[src/logic/lcs_pkg.sv]
// Shared constants and types for the layer combine and fine scroll block
package lcs_pkg;

	// Register indices; each register takes one word at four times its index
	localparam logic [7:0]  LCS_IDX_ATTR     = 8'h0a;
	localparam logic [7:0]  LCS_IDX_COMBINE  = 8'h18;
	localparam logic [7:0]  LCS_IDX_HOFFSET  = 8'h1b;
	localparam logic [7:0]  LCS_IDX_MODE     = 8'h1e;
	localparam logic [7:0]  LCS_IDX_STATUS   = 8'h1f;
	localparam int          LCS_ADDR_W       = 10;

	// Reset values; a cleared combine register selects OR merging
	localparam logic [7:0]  LCS_RST_ATTR     = 8'h00;
	localparam logic [7:0]  LCS_RST_COMBINE  = 8'h00;
	localparam logic [2:0]  LCS_RST_HOFFSET  = 3'h0;
	localparam logic [1:0]  LCS_RST_MODE     = 2'h0;

	// Field positions
	localparam int          LCS_HOFF_LSB     = 0;
	localparam int          LCS_HOFF_W       = 3;
	localparam int          LCS_SEL_LSB      = 0;
	localparam int          LCS_SEL_W        = 2;
	localparam int          LCS_ATTR_L1_LSB  = 0;
	localparam int          LCS_ATTR_L2_LSB  = 2;
	localparam int          LCS_ATTR_L3_LSB  = 4;
	localparam int          LCS_STAT_OFF_LSB = 0;
	localparam int          LCS_STAT_SEL_LSB = 3;
	localparam int          LCS_STAT_BPP_LSB = 5;
	localparam int          LCS_STAT_FRM_LSB = 8;

	// Layer merge functions
	localparam logic [1:0]  LCS_SEL_OR       = 2'h0;
	localparam logic [1:0]  LCS_SEL_XOR      = 2'h1;
	localparam logic [1:0]  LCS_SEL_AND      = 2'h2;
	localparam logic [1:0]  LCS_SEL_PRIOR    = 2'h3;

	// Per layer display codes held in each two-bit attribute field
	localparam logic [1:0]  LCS_LAY_OFF      = 2'h0;
	localparam logic [1:0]  LCS_LAY_ON       = 2'h1;
	localparam logic [1:0]  LCS_LAY_SLOW     = 2'h2;
	localparam logic [1:0]  LCS_LAY_FAST     = 2'h3;

	// Blink phases as frame counter bits: bit 1 gives frame rate / 4,
	// about 17 Hz at 70 Hz frames; bit 4 gives frame rate / 32, about 2 Hz
	localparam int          LCS_FAST_BIT     = 1;
	localparam int          LCS_SLOW_BIT     = 4;
	localparam int          LCS_FRM_W        = 8;

	// Pixel depth of the panel data
	typedef enum logic [1:0] {
		LCS_BPP1,
		LCS_BPP2,
		LCS_BPP4
	} lcs_bpp_t;

endpackage

[src/logic/lcs_blink_timer.sv]
// Frame counter and blink phases for the layer flash attribute
`timescale 1ns/100ps
module lcs_blink_timer
	import lcs_pkg::*;
#(
	parameter int FRM_W = LCS_FRM_W
) (
	input  wire logic             clk,
	input  wire logic             rst_n,
	input  wire logic             frame_start,
	output logic [FRM_W-1:0]      frame_cnt,
	output logic                  blink_fast,
	output logic                  blink_slow
);

	logic [FRM_W-1:0] cnt_q;
	logic [FRM_W-1:0] cnt_d;

	// Count frames; blinking is tied to frames so a flash never tears
	assign cnt_d = frame_start ? cnt_q + 1'b1 : cnt_q;

	always_ff @(posedge clk or negedge rst_n) begin
		if (!rst_n) begin
			cnt_q <= '0;
		end else begin
			cnt_q <= cnt_d;
		end
	end

	assign frame_cnt  = cnt_q;
	assign blink_fast = cnt_q[LCS_FAST_BIT];
	assign blink_slow = cnt_q[LCS_SLOW_BIT];

endmodule

[src/logic/lcs_layer_merge.sv]
// Per layer flash gating and logic merge of three layers
`timescale 1ns/100ps
module lcs_layer_merge
	import lcs_pkg::*;
#(
	parameter int PIX_W = 8
) (
	input  wire logic [PIX_W-1:0] layer1,
	input  wire logic [PIX_W-1:0] layer2,
	input  wire logic [PIX_W-1:0] layer3,
	input  wire logic [7:0]       attr,
	input  wire logic [1:0]       sel,
	input  wire logic             blink_fast,
	input  wire logic             blink_slow,
	output logic [PIX_W-1:0]      merged
);

	// Layer visibility from its two-bit field and the blink phases
	function automatic logic visible(input logic [1:0] code,
	                                 input logic fast, input logic slow);
		case (code)
			LCS_LAY_ON:   visible = 1'b1;
			LCS_LAY_SLOW: visible = slow;
			LCS_LAY_FAST: visible = fast;
			default:      visible = 1'b0;
		endcase
	endfunction

	// One merge step; priority OR equals plain OR on single-bit pixels
	function automatic logic [PIX_W-1:0] merge(input logic [1:0] s,
	                                           input logic [PIX_W-1:0] a,
	                                           input logic [PIX_W-1:0] b);
		case (s)
			LCS_SEL_XOR:   merge = a ^ b;
			LCS_SEL_AND:   merge = a & b;
			LCS_SEL_PRIOR: merge = a | b;
			default:       merge = a | b;
		endcase
	endfunction

	wire        vis1 = visible(attr[LCS_ATTR_L1_LSB +: 2], blink_fast,
	                           blink_slow);
	wire        vis2 = visible(attr[LCS_ATTR_L2_LSB +: 2], blink_fast,
	                           blink_slow);
	wire        vis3 = visible(attr[LCS_ATTR_L3_LSB +: 2], blink_fast,
	                           blink_slow);
	wire [PIX_W-1:0] g1 = vis1 ? layer1 : '0;
	wire [PIX_W-1:0] g2 = vis2 ? layer2 : '0;
	wire [PIX_W-1:0] g3 = vis3 ? layer3 : '0;
	wire [PIX_W-1:0] m12 = merge(sel, g1, g2);

	// Third layer is merged last with the same function
	assign merged = merge(sel, m12, g3);

endmodule

[src/logic/lcs_layer_combine_fine_scroll.sv]
// Layer combine and fine horizontal scroll with its AHB-Lite registers
//
// Functional notes
// - Three-bit pixel offset at index 1Bh bits 2-0 shifts the display.
// - Offset applies to the merged image, never to one layer alone.
// - Fine offset works only at 1 bpp; 2 and 4 bpp ignore it.
// - Inverse, half-tone and flash come from registers 18h and 0Ah.
// - Select field 01 in register 18h merges layers by exclusive-OR.
// - Attribute flags 0 and 2 set show layers one and two steadily.
// - Combine register zero merges layers by logical OR.
// - Per layer flash at about 17 Hz; with a steady layer gives half-tone.
`timescale 1ns/100ps
module lcs_layer_combine_fine_scroll
	import lcs_pkg::*;
#(
	parameter int PIX_W = 8,
	parameter int FRM_W = LCS_FRM_W
) (
	input  wire logic             clk,
	input  wire logic             rst_n,
	// AHB-Lite slave
	input  wire logic             hsel,
	input  wire logic [31:0]      haddr,
	input  wire logic [1:0]       htrans,
	input  wire logic             hwrite,
	input  wire logic [2:0]       hsize,
	input  wire logic [31:0]      hwdata,
	input  wire logic             hready,
	output logic                  hreadyout,
	output logic                  hresp,
	output logic [31:0]           hrdata,
	// Layer pixel stream, one byte per layer, leftmost pixel in the MSB
	input  wire logic             frame_start,
	input  wire logic             pix_in_valid,
	input  wire logic [PIX_W-1:0] layer1_pix,
	input  wire logic [PIX_W-1:0] layer2_pix,
	input  wire logic [PIX_W-1:0] layer3_pix,
	output logic                  pix_out_valid,
	output logic [PIX_W-1:0]      pix_out
);

	localparam logic [LCS_ADDR_W-1:0] A_ATTR =
		LCS_ADDR_W'({LCS_IDX_ATTR, 2'b00});
	localparam logic [LCS_ADDR_W-1:0] A_COMBINE =
		LCS_ADDR_W'({LCS_IDX_COMBINE, 2'b00});
	localparam logic [LCS_ADDR_W-1:0] A_HOFFSET =
		LCS_ADDR_W'({LCS_IDX_HOFFSET, 2'b00});
	localparam logic [LCS_ADDR_W-1:0] A_MODE =
		LCS_ADDR_W'({LCS_IDX_MODE, 2'b00});
	localparam logic [LCS_ADDR_W-1:0] A_STATUS =
		LCS_ADDR_W'({LCS_IDX_STATUS, 2'b00});

	// Software visible registers
	logic [7:0]            attr_q;
	logic [7:0]            attr_d;
	logic [7:0]            combine_q;
	logic [7:0]            combine_d;
	logic [2:0]            hoff_q;
	logic [2:0]            hoff_d;
	logic [1:0]            mode_q;
	logic [1:0]            mode_d;
	// Frame-aligned copies that the pixel path uses
	logic [7:0]            attr_act_q;
	logic [1:0]            sel_act_q;
	logic [2:0]            off_act_q;
	logic [1:0]            mode_act_q;
	// Bus data phase state
	logic                  wr_pend_q;
	logic [LCS_ADDR_W-1:0] wr_addr_q;
	logic [31:0]           rdata_q;
	logic [31:0]           rdata_d;
	// Pixel path
	logic [PIX_W-1:0]      prev_q;
	logic [PIX_W-1:0]      out_q;
	logic                  out_vld_q;
	logic [FRM_W-1:0]      frame_cnt;
	logic                  blink_fast;
	logic                  blink_slow;
	logic [PIX_W-1:0]      merged;

	// Address phase decode; only whole-word transfers are mapped
	wire                  take     = hsel & hready & htrans[1];
	wire [LCS_ADDR_W-1:0] a_addr   = haddr[LCS_ADDR_W-1:0];
	wire                  is_word  = (hsize == 3'h2);
	wire                  take_rd  = take & ~hwrite;
	wire                  take_wr  = take & hwrite & is_word;

	// Data phase write strobes per register
	wire wr_attr    = wr_pend_q & (wr_addr_q == A_ATTR);
	wire wr_combine = wr_pend_q & (wr_addr_q == A_COMBINE);
	wire wr_hoff    = wr_pend_q & (wr_addr_q == A_HOFFSET);
	wire wr_mode    = wr_pend_q & (wr_addr_q == A_MODE);

	// Zero wait state slave with OKAY answers only
	assign hreadyout = 1'b1;
	assign hresp     = 1'b0;
	assign hrdata    = rdata_q;

	// Register next values from the write data phase
	assign attr_d    = wr_attr    ? hwdata[7:0] : attr_q;
	assign combine_d = wr_combine ? hwdata[7:0] : combine_q;
	assign hoff_d    = wr_hoff ? hwdata[LCS_HOFF_LSB +: LCS_HOFF_W]
	                           : hoff_q;
	assign mode_d    = wr_mode    ? hwdata[1:0] : mode_q;

	// Status word shows the offset, select and depth in force and the frame count
	wire [31:0] status_w = {{(32-LCS_STAT_FRM_LSB-FRM_W){1'b0}}, frame_cnt,
	                        1'b0, mode_act_q, sel_act_q, off_act_q};

	// Read mux sees the register next values, so a read right after a
	// write returns the new contents without an extra wait state
	always_comb begin
		rdata_d = 32'h0000_0000;
		if (take_rd && is_word) begin
			case (a_addr)
				A_ATTR:    rdata_d = {24'h00_0000, attr_d};
				A_COMBINE: rdata_d = {24'h00_0000, combine_d};
				A_HOFFSET: rdata_d = {29'h0000_0000, hoff_d};
				A_MODE:    rdata_d = {30'h0000_0000, mode_d};
				A_STATUS:  rdata_d = status_w;
				default:   rdata_d = 32'h0000_0000;
			endcase
		end
	end

	// Write request held over into its data phase
	always_ff @(posedge clk or negedge rst_n) begin
		if (!rst_n) begin
			wr_pend_q <= 1'b0;
		end else begin
			wr_pend_q <= take_wr;
		end
	end

	// Write address; only looked at while wr_pend_q is set
	always_ff @(posedge clk or negedge rst_n) begin
		if (!rst_n) begin
			wr_addr_q <= '0;
		end else begin
			wr_addr_q <= a_addr;
		end
	end

	// Read data register; zero in every cycle without a read
	always_ff @(posedge clk or negedge rst_n) begin
		if (!rst_n) begin
			rdata_q <= 32'h0000_0000;
		end else begin
			rdata_q <= rdata_d;
		end
	end

	// Software registers; unmapped writes are dropped
	always_ff @(posedge clk or negedge rst_n) begin
		if (!rst_n) begin
			attr_q <= LCS_RST_ATTR;
		end else begin
			attr_q <= attr_d;
		end
	end

	// Combine register; a cleared value selects OR merging
	always_ff @(posedge clk or negedge rst_n) begin
		if (!rst_n) begin
			combine_q <= LCS_RST_COMBINE;
		end else begin
			combine_q <= combine_d;
		end
	end

	// Pixel offset register, three bits wide
	always_ff @(posedge clk or negedge rst_n) begin
		if (!rst_n) begin
			hoff_q <= LCS_RST_HOFFSET;
		end else begin
			hoff_q <= hoff_d;
		end
	end

	// Pixel depth register
	always_ff @(posedge clk or negedge rst_n) begin
		if (!rst_n) begin
			mode_q <= LCS_RST_MODE;
		end else begin
			mode_q <= mode_d;
		end
	end

	// Settings move to the pixel path only at a frame start, so no frame
	// shows half an update; a write in that same cycle is taken as well
	always_ff @(posedge clk or negedge rst_n) begin
		if (!rst_n) begin
			attr_act_q <= LCS_RST_ATTR;
		end else if (frame_start) begin
			attr_act_q <= attr_d;
		end
	end

	// Merge select in force for the current frame
	always_ff @(posedge clk or negedge rst_n) begin
		if (!rst_n) begin
			sel_act_q <= LCS_RST_COMBINE[LCS_SEL_LSB +: LCS_SEL_W];
		end else if (frame_start) begin
			sel_act_q <= combine_d[LCS_SEL_LSB +: LCS_SEL_W];
		end
	end

	// Offset in force for the current frame; a change mid-frame would
	// tear the picture at the byte where it landed
	always_ff @(posedge clk or negedge rst_n) begin
		if (!rst_n) begin
			off_act_q <= LCS_RST_HOFFSET;
		end else if (frame_start) begin
			off_act_q <= hoff_d;
		end
	end

	// Pixel depth in force for the current frame
	always_ff @(posedge clk or negedge rst_n) begin
		if (!rst_n) begin
			mode_act_q <= LCS_RST_MODE;
		end else if (frame_start) begin
			mode_act_q <= mode_d;
		end
	end

	lcs_blink_timer #(
		.FRM_W       (FRM_W)
	) u_timer (
		.clk         (clk),
		.rst_n       (rst_n),
		.frame_start (frame_start),
		.frame_cnt   (frame_cnt),
		.blink_fast  (blink_fast),
		.blink_slow  (blink_slow)
	);

	lcs_layer_merge #(
		.PIX_W       (PIX_W)
	) u_merge (
		.layer1      (layer1_pix),
		.layer2      (layer2_pix),
		.layer3      (layer3_pix),
		.attr        (attr_act_q),
		.sel         (sel_act_q),
		.blink_fast  (blink_fast),
		.blink_slow  (blink_slow),
		.merged      (merged)
	);

	// The offset counts only at one bit per pixel; deeper modes would
	// split a pixel across the shift, so they run with no offset
	wire        fine_ok = (mode_act_q == LCS_BPP1);
	wire [2:0]  eff_off = fine_ok ? off_act_q : 3'h0;

	// Shift window over the previous and current merged bytes; one shift
	// on the whole merged image, never per layer
	wire [2*PIX_W-1:0] pair    = {prev_q, merged};
	wire [2*PIX_W-1:0] shifted = pair << eff_off;

	// Output strobe, one cycle per taken byte; bytes that arrive with
	// the frame start are dropped
	always_ff @(posedge clk or negedge rst_n) begin
		if (!rst_n) begin
			out_vld_q <= 1'b0;
		end else begin
			out_vld_q <= pix_in_valid & ~frame_start;
		end
	end

	// Previous merged byte; cleared so a frame never borrows pixels
	// from the one before it
	always_ff @(posedge clk or negedge rst_n) begin
		if (!rst_n) begin
			prev_q <= '0;
		end else if (frame_start) begin
			prev_q <= '0;
		end else if (pix_in_valid) begin
			prev_q <= merged;
		end
	end

	// Output byte; lags the input by one byte so that pixels pulled in
	// from the next byte are already at hand
	always_ff @(posedge clk or negedge rst_n) begin
		if (!rst_n) begin
			out_q <= '0;
		end else if (frame_start) begin
			out_q <= '0;
		end else if (pix_in_valid) begin
			out_q <= shifted[2*PIX_W-1:PIX_W];
		end
	end

	assign pix_out_valid = out_vld_q;
	assign pix_out       = out_q;

endmodule

[config.mk]
export PLATFORM = sky130hd
export DESIGN_NAME = lcs_layer_combine_fine_scroll
export DESIGN_NICKNAME = d
export VERILOG_FILES = /design/src/logic/lcs_pkg.sv /design/src/logic/lcs_blink_timer.sv /design/src/logic/lcs_layer_merge.sv /design/src/logic/lcs_layer_combine_fine_scroll.sv
export SDC_FILE = /design/constraint.sdc
export NUM_CORES = 1
export LEC_CHECK = 0
export BUFFER_PORTS_ARGS = -buffer_cell sky130_fd_sc_hd__buf_2
export CAP_MARGIN = 20
export CORE_UTILIZATION = 53
export DETAILED_ROUTE_END_ITERATION = 8
export PLACE_DENSITY = 0.81
export REMOVE_ABC_BUFFERS = 1
export SKIP_CTS_REPAIR_TIMING = 1
export SYNTH_ARGS = -nofsm -noshare
export SYNTH_HDL_FRONTEND = slang
export SYNTH_HIERARCHICAL = 1
export SYNTH_SLANG_ARGS = --single-unit
[constraint.sdc]
create_clock -name clk -period 3.7 [get_ports clk]
set_input_delay 0.74 -clock clk [delete_from_list [all_inputs] [get_ports clk]]
set_output_delay 0.74 -clock clk [all_outputs]
set_load 0.02 [all_outputs]
==> metrics.txt, run 1 <==
DIE WIDTH 100 um; leakage power 2.82 nW; n_diodes 0; Syn Inst Count 477; vias 3735; DR DRC count 0; number of DRC markers in iteration 0 226; First-pass DRT Iterations 4; CTS clock-pin slew for the worst setup and hold paths 80 ps; Comb pwr share 0.237; # setup viols final 0; Max FO, Critical Path 13; mapped cell area 0.00511 mm^2; Worst path max stage delay 530 ps; Final Instance Area 0.00572 mm^2; setup TNS 0 ps; Final period util 0.916; Final HPWL DP 7560 um; die area 0.0100 mm^2; CTS buffer count 9; fin crit period 3390 ps; total of max-cap violations 0; CTS H-Tree Depth 3; Max VDD drop 0.181 mV; initial antenna violation count 0; Critical Path RT 3940 ps; worst min path class in2async; Clock power frac 0.281; Avg WL per Cell 15.2 um; Power Dens Cells 397 mW/mm^2; vias per inst 5.48; first-pass GRT wire length 17100 um; Slowest-stage cell, CP mux4_2; maximum clock insertion buffer count 2; syn avg cell area 10.7 um^2; Area after DPL 0.00549 mm^2; remaining global-route overflow 0; Post-DRT Antenna Nets 0; fillers 774; synth warn 6; CP Capture Type flip-flop; final core utilization 0.616; Std-Cell Rows 35; root buffer cell clkbuf_8; Max Slew Vio Count 0; commonest non-fill, non-tap cell in the layout dfrtp_1; Clock Skews 6.78 ps; GR Util All Layers 0.218; Final GP Congestion 0.865; worst path bufs/invs 0; worst setup path class reg2reg; Critical Path Start Type flip-flop; delay-heaviest family, CP compound AO/OA/AOI/OAI gates; Area Overhead vs Synth 11.8%; share of cells above drive strength 1 0.270; Die Y-Extent 100 um; worst path cell trace nor2b_2, mux2i_4, nand2_1, ha_1, a221oi_2, a21oi_1, ha_1, a221oi_1, a21oi_1, mux4_2, o21ai_0, o21ai_0; RSZ-0062 raised after global routing false; sw power 0.715 mW; Net Sw Frac 0.315; internal power 1.55 mW; CTS tree built; I/O Buffers 77; WP data arrival 3620 ps; CORE AREA 0.00928 mm^2; clk_lat worst skew 350 ps; sequential fraction of design power 0.482; Hold Vio Cnt, Final 0; net count reported at finish 682; status complete, no violations; clk sinks 86; worst slew pin tran 797 ps; slew margin rel. 0.468; total power 2.27 mW; largest net degree at the start of global routing 87; vias in the first global route 3617; drt total wl 10400 um; Fin Hold WS 214 ps; Initial Util 0.551; highest-count cells in the layout ignoring fill and taps dfrtp_1, buf_2, nand2_1; highest achievable clock rate 295 MHz; IO Count 143
-- state kept, by name, summed over array words and instances (netlist names), 6 cells and up --
| register | cells |
|---|---|
| u_timer/frame_cnt | 8 |
| hrdata | 16 |
| combine_q | 8 |
| prev_q | 8 |
| attr_q | 8 |
| attr_act_q | 6 |
| wr_addr_q | 10 |
| pix_out | 8 |
-- final timing paths --
kind | slack [ps] | from | depth (start not counted) | end
max | 310 | attr_act_q[3]$_DFFE_PN0P_ | 12 | pix_out[0]$_DFFE_PN0P_
min reg2reg | 480 | u_timer/frame_cnt[7]$_DFFE_PN0P_ | 1 | u_timer/frame_cnt[7]$_DFFE_PN0P_
max in group asynchronous | 2910 | rst_n | 2 | wr_addr_q[2]$_DFF_PN0_
min in group clk | 480 | u_timer/frame_cnt[7]$_DFFE_PN0P_ | 1 | u_timer/frame_cnt[7]$_DFFE_PN0P_
max reg2reg | 310 | attr_act_q[3]$_DFFE_PN0P_ | 12 | pix_out[0]$_DFFE_PN0P_
min | 210 | rst_n | 1 | pix_out[3]$_DFFE_PN0P_
-- through the flow --
step                worst slack, ps  cells
floorplan                       661    448
global placement                435    663
finish                          311    681
global route                   56.1    681
CTS                             266    679
detailed placement              289    663
-- routing by layer --
layer / vias up / track usage / share of wire
li1: 1786 / - / -
met1: 1814 / 0.288 / 0.44
met2: 117 / 0.356 / 0.49
met3: 18 / 0.0439 / 0.051
met4: 0 / 0.0803 / 0.018
met5: - / 0 / 0
-- power by group through the flow --
stage | combinational (mW) | clock (mW) | sequential, mW
floorplan | 0.338 | 0 | 1.10
global placement | 0.502 | 0 | 1.10
detailed placement | 0.530 | 0 | 1.11
CTS | 0.535 | 0.645 | 1.09
global route | 0.603 | 0.688 | 1.10
finish | 0.538 | 0.638 | 1.09
-- cell type report --
class	count	area, um^2	area share
multi-input combinational	336	2630	0.459
sequential	86	2150	0.376
timing repair buffer	88	490	0.0858
tap	129	161	0.0282
clock buffer	10	128	0.0223
inverter	26	97.6	0.0171
clock inverter	6	62.6	0.0109
No activity file was read; power rests on OpenSTA's default activity.
==> run 2: changes to the inputs <==
Settings changed: ABC_AREA from default to 1, CORE_UTILIZATION 53 to 54.
==> run 2 against run 1 <==
Effect of this change:
- non-clock buffer count is 9 lower
- total power down 7.2%
- clock-buffer cell count unchanged
- largest cell class unchanged
- critical path type unchanged
- critical endpoint is now pix_out[1]$_DFFE_PN0P_
- clock power is essentially flat
- die area rose by 8.1%
==> metrics.txt, run 2 <==
synth warn 6 (unchanged); slew margin rel. 0.482 (+0.0134); fillers 917 (+18%); share of cells above drive strength 1 0.166 (-0.104); worst slew pin tran 775 ps (-22.0 ps); DR DRC count 0 (unchanged); Max VDD drop 0.243 mV (+34%); Met1 Wirelength 5500 um (+20%); mapped cell area 0.00564 mm^2 (+10%); worst min path class in2async; total of max-cap violations 0 (unchanged); WP data arrival 3280 ps (-340 ps); CORE AREA 0.00995 mm^2 (+7.2%); # setup viols final 0 (unchanged); Critical Path Start Type flip-flop; initial antenna violation count 0 (unchanged); syn avg cell area 7.37 um^2 (-31%); vias 4830 (+29%); CTS H-Tree Depth 3 (unchanged); highest-count cells in the layout ignoring fill and taps nand2_1, inv_1, dfrtp_1; Largest register FFs 16 (unchanged); highest achievable clock rate 334 MHz (+13%); number of DRC markers in iteration 0 373 (+65%); clk_lat worst skew 350 ps (about the same); Post-DRT Antenna Nets 0 (unchanged); worst reg-to-reg path cell count 20 (+8); Max FO, Critical Path 9 (-4); Power Dens Cells 339 mW/mm^2 (-15%); most used cell, CP nand2_1; remaining global-route overflow 0 (unchanged); leakage power 3.44 nW (+22%); die area 0.0109 mm^2 (+8.1%); Initial Util 0.566 (+0.0158); IO Count 143 (unchanged); Slowest-stage cell, CP dfrtp_1; GR Util All Layers 0.238 (+0.0201); CTS tree built; n_diodes 0 (unchanged); commonest non-fill, non-tap cell in the layout nand2_1; net count reported at finish 969 (+42%); Fin Hold WS 301 ps (+86.7 ps); worst setup path class reg2reg; Clock Skews 10.4 ps (+3.61 ps); Final HPWL DP 8850 um (+17%); FF-to-FF End pix_out[1]$_DFFE_PN0P_; Final period util 0.810 (-0.106); Avg WL per Cell 12.2 um (-20%); WL met2 5540 um (+9.1%); clk sinks 86 (unchanged); worst reg2reg setup slack 700 ps (+390 ps); Worst R2R Start u_timer/frame_cnt[1]$_DFFE_PN0P_; Worst path max stage delay 440 ps (-90 ps); maximum clock insertion buffer count 2 (unchanged); Hold Vio Cnt, Final 0 (unchanged); Critical Path RT 3980 ps (+40 ps); Std-Cell Rows 36 (+2.9%); Top Layer Used met4; CP Capture Type flip-flop; largest net degree at the start of global routing 87 (unchanged); first-pass GRT wire length 21100 um (+23%); WL met3 613 um (+15%); CTS clock-pin slew for the worst setup and hold paths 90 ps (about the same); Area Overhead vs Synth 10.0%; Max Slew Vio Count 0 (unchanged); Final GP Congestion 0.933 (+7.9%); I/O Buffers 77 (unchanged); First-pass DRT Iterations 5 (+1); DIE WIDTH 104 um (+4.0%); setup TNS 0 ps (unchanged); status complete, no violations; worst path cell trace inv_1, nand3_2, nand2_1, nor2_1, ha_1, nand2_1, nand3_1, nand2_1, inv_1, ha_1, nand2_1, nand2_1, nand2_1, nand2_1, inv_1, nand2_1, o21ai_0, o21ai_1, nor2_1, o21ai_1; vias in the first global route 4642 (+28%); vias per inst 4.97 (-9.3%); RSZ-0062 raised after global routing false; CTS buffer count 9 (unchanged); fin crit period 3000 ps (-392 ps); Syn Inst Count 765 (+60%); drt total wl 11900 um (+14%); Die Y-Extent 104 um (+4.0%); root buffer cell clkbuf_8
[run 2: worst max-delay path by stage]
stage / startpoint / endpoint / slack [ps]
final: u_timer/frame_cnt[1]$_DFFE_PN0P_ / pix_out[1]$_DFFE_PN0P_ / 700
after detailed placement: u_timer/frame_cnt[1]$_DFFE_PN0P_ / pix_out[5]$_DFFE_PN0P_ / 730
after floorplan: u_timer/frame_cnt[1]$_DFFE_PN0P_ / pix_out[5]$_DFFE_PN0P_ / 1280
after global placement: u_timer/frame_cnt[1]$_DFFE_PN0P_ / pix_out[1]$_DFFE_PN0P_ / 800
after CTS: u_timer/frame_cnt[1]$_DFFE_PN0P_ / pix_out[5]$_DFFE_PN0P_ / 710
after global routing: u_timer/frame_cnt[1]$_DFFE_PN0P_ / pix_out[5]$_DFFE_PN0P_ / 290
[run 2: metrics by stage]
stage               area [um^2]   util  std cells  setup slack, ps  power [mW]
global route               6200  0.623        971              292        2.24
floorplan                  5430      -        744             1280        1.33
global placement           5990  0.602        955              800        1.46
detailed placement         5990  0.602        955              731        1.47
finish                     6200  0.623        971              703        2.10
CTS                        6180  0.621        970              713        2.12
[run 2: worst max-delay path: cells and delay by family, from the launching register on]
family	cells	cell delay [ps]
and+or+nand+nor	12	1180
DFF	1	440
adders and majority gates	2	460
buffers and inverters	3	320
AOI/OAI and AO/OA	3	520
[run 2: cell type report]
| cell class | instances | area, um^2 | area share |
|---|---|---|---|
| flip-flops and latches | 86 | 2150 | 0.347 |
| well taps | 133 | 166 | 0.0268 |
| inverters | 115 | 434 | 0.0700 |
| repair buffers | 79 | 423 | 0.0682 |
| clock inverters | 5 | 60.1 | 0.00968 |
| multi-input cells | 543 | 2840 | 0.458 |
| clock buffers | 10 | 128 | 0.0206 |
[run 2: power by group]
group | total (mW) | leakage (nW) | internal [mW] | switching (mW)
Sequential | 1.07 | 1.11 | 0.996 | 0.0727
Clock | 0.639 | 0.0927 | 0.311 | 0.328
Combinational | 0.397 | 2.24 | 0.147 | 0.250
[run 2: metal layers]
| layer | track usage | vias up |
|---|---|---|
| met1 | 0.322 | 2167 |
| li1 | - | 2490 |
| met5 | 0 | - |
| met2 | 0.386 | 151 |
| met3 | 0.0332 | 22 |
| met4 | 0.0929 | 0 |
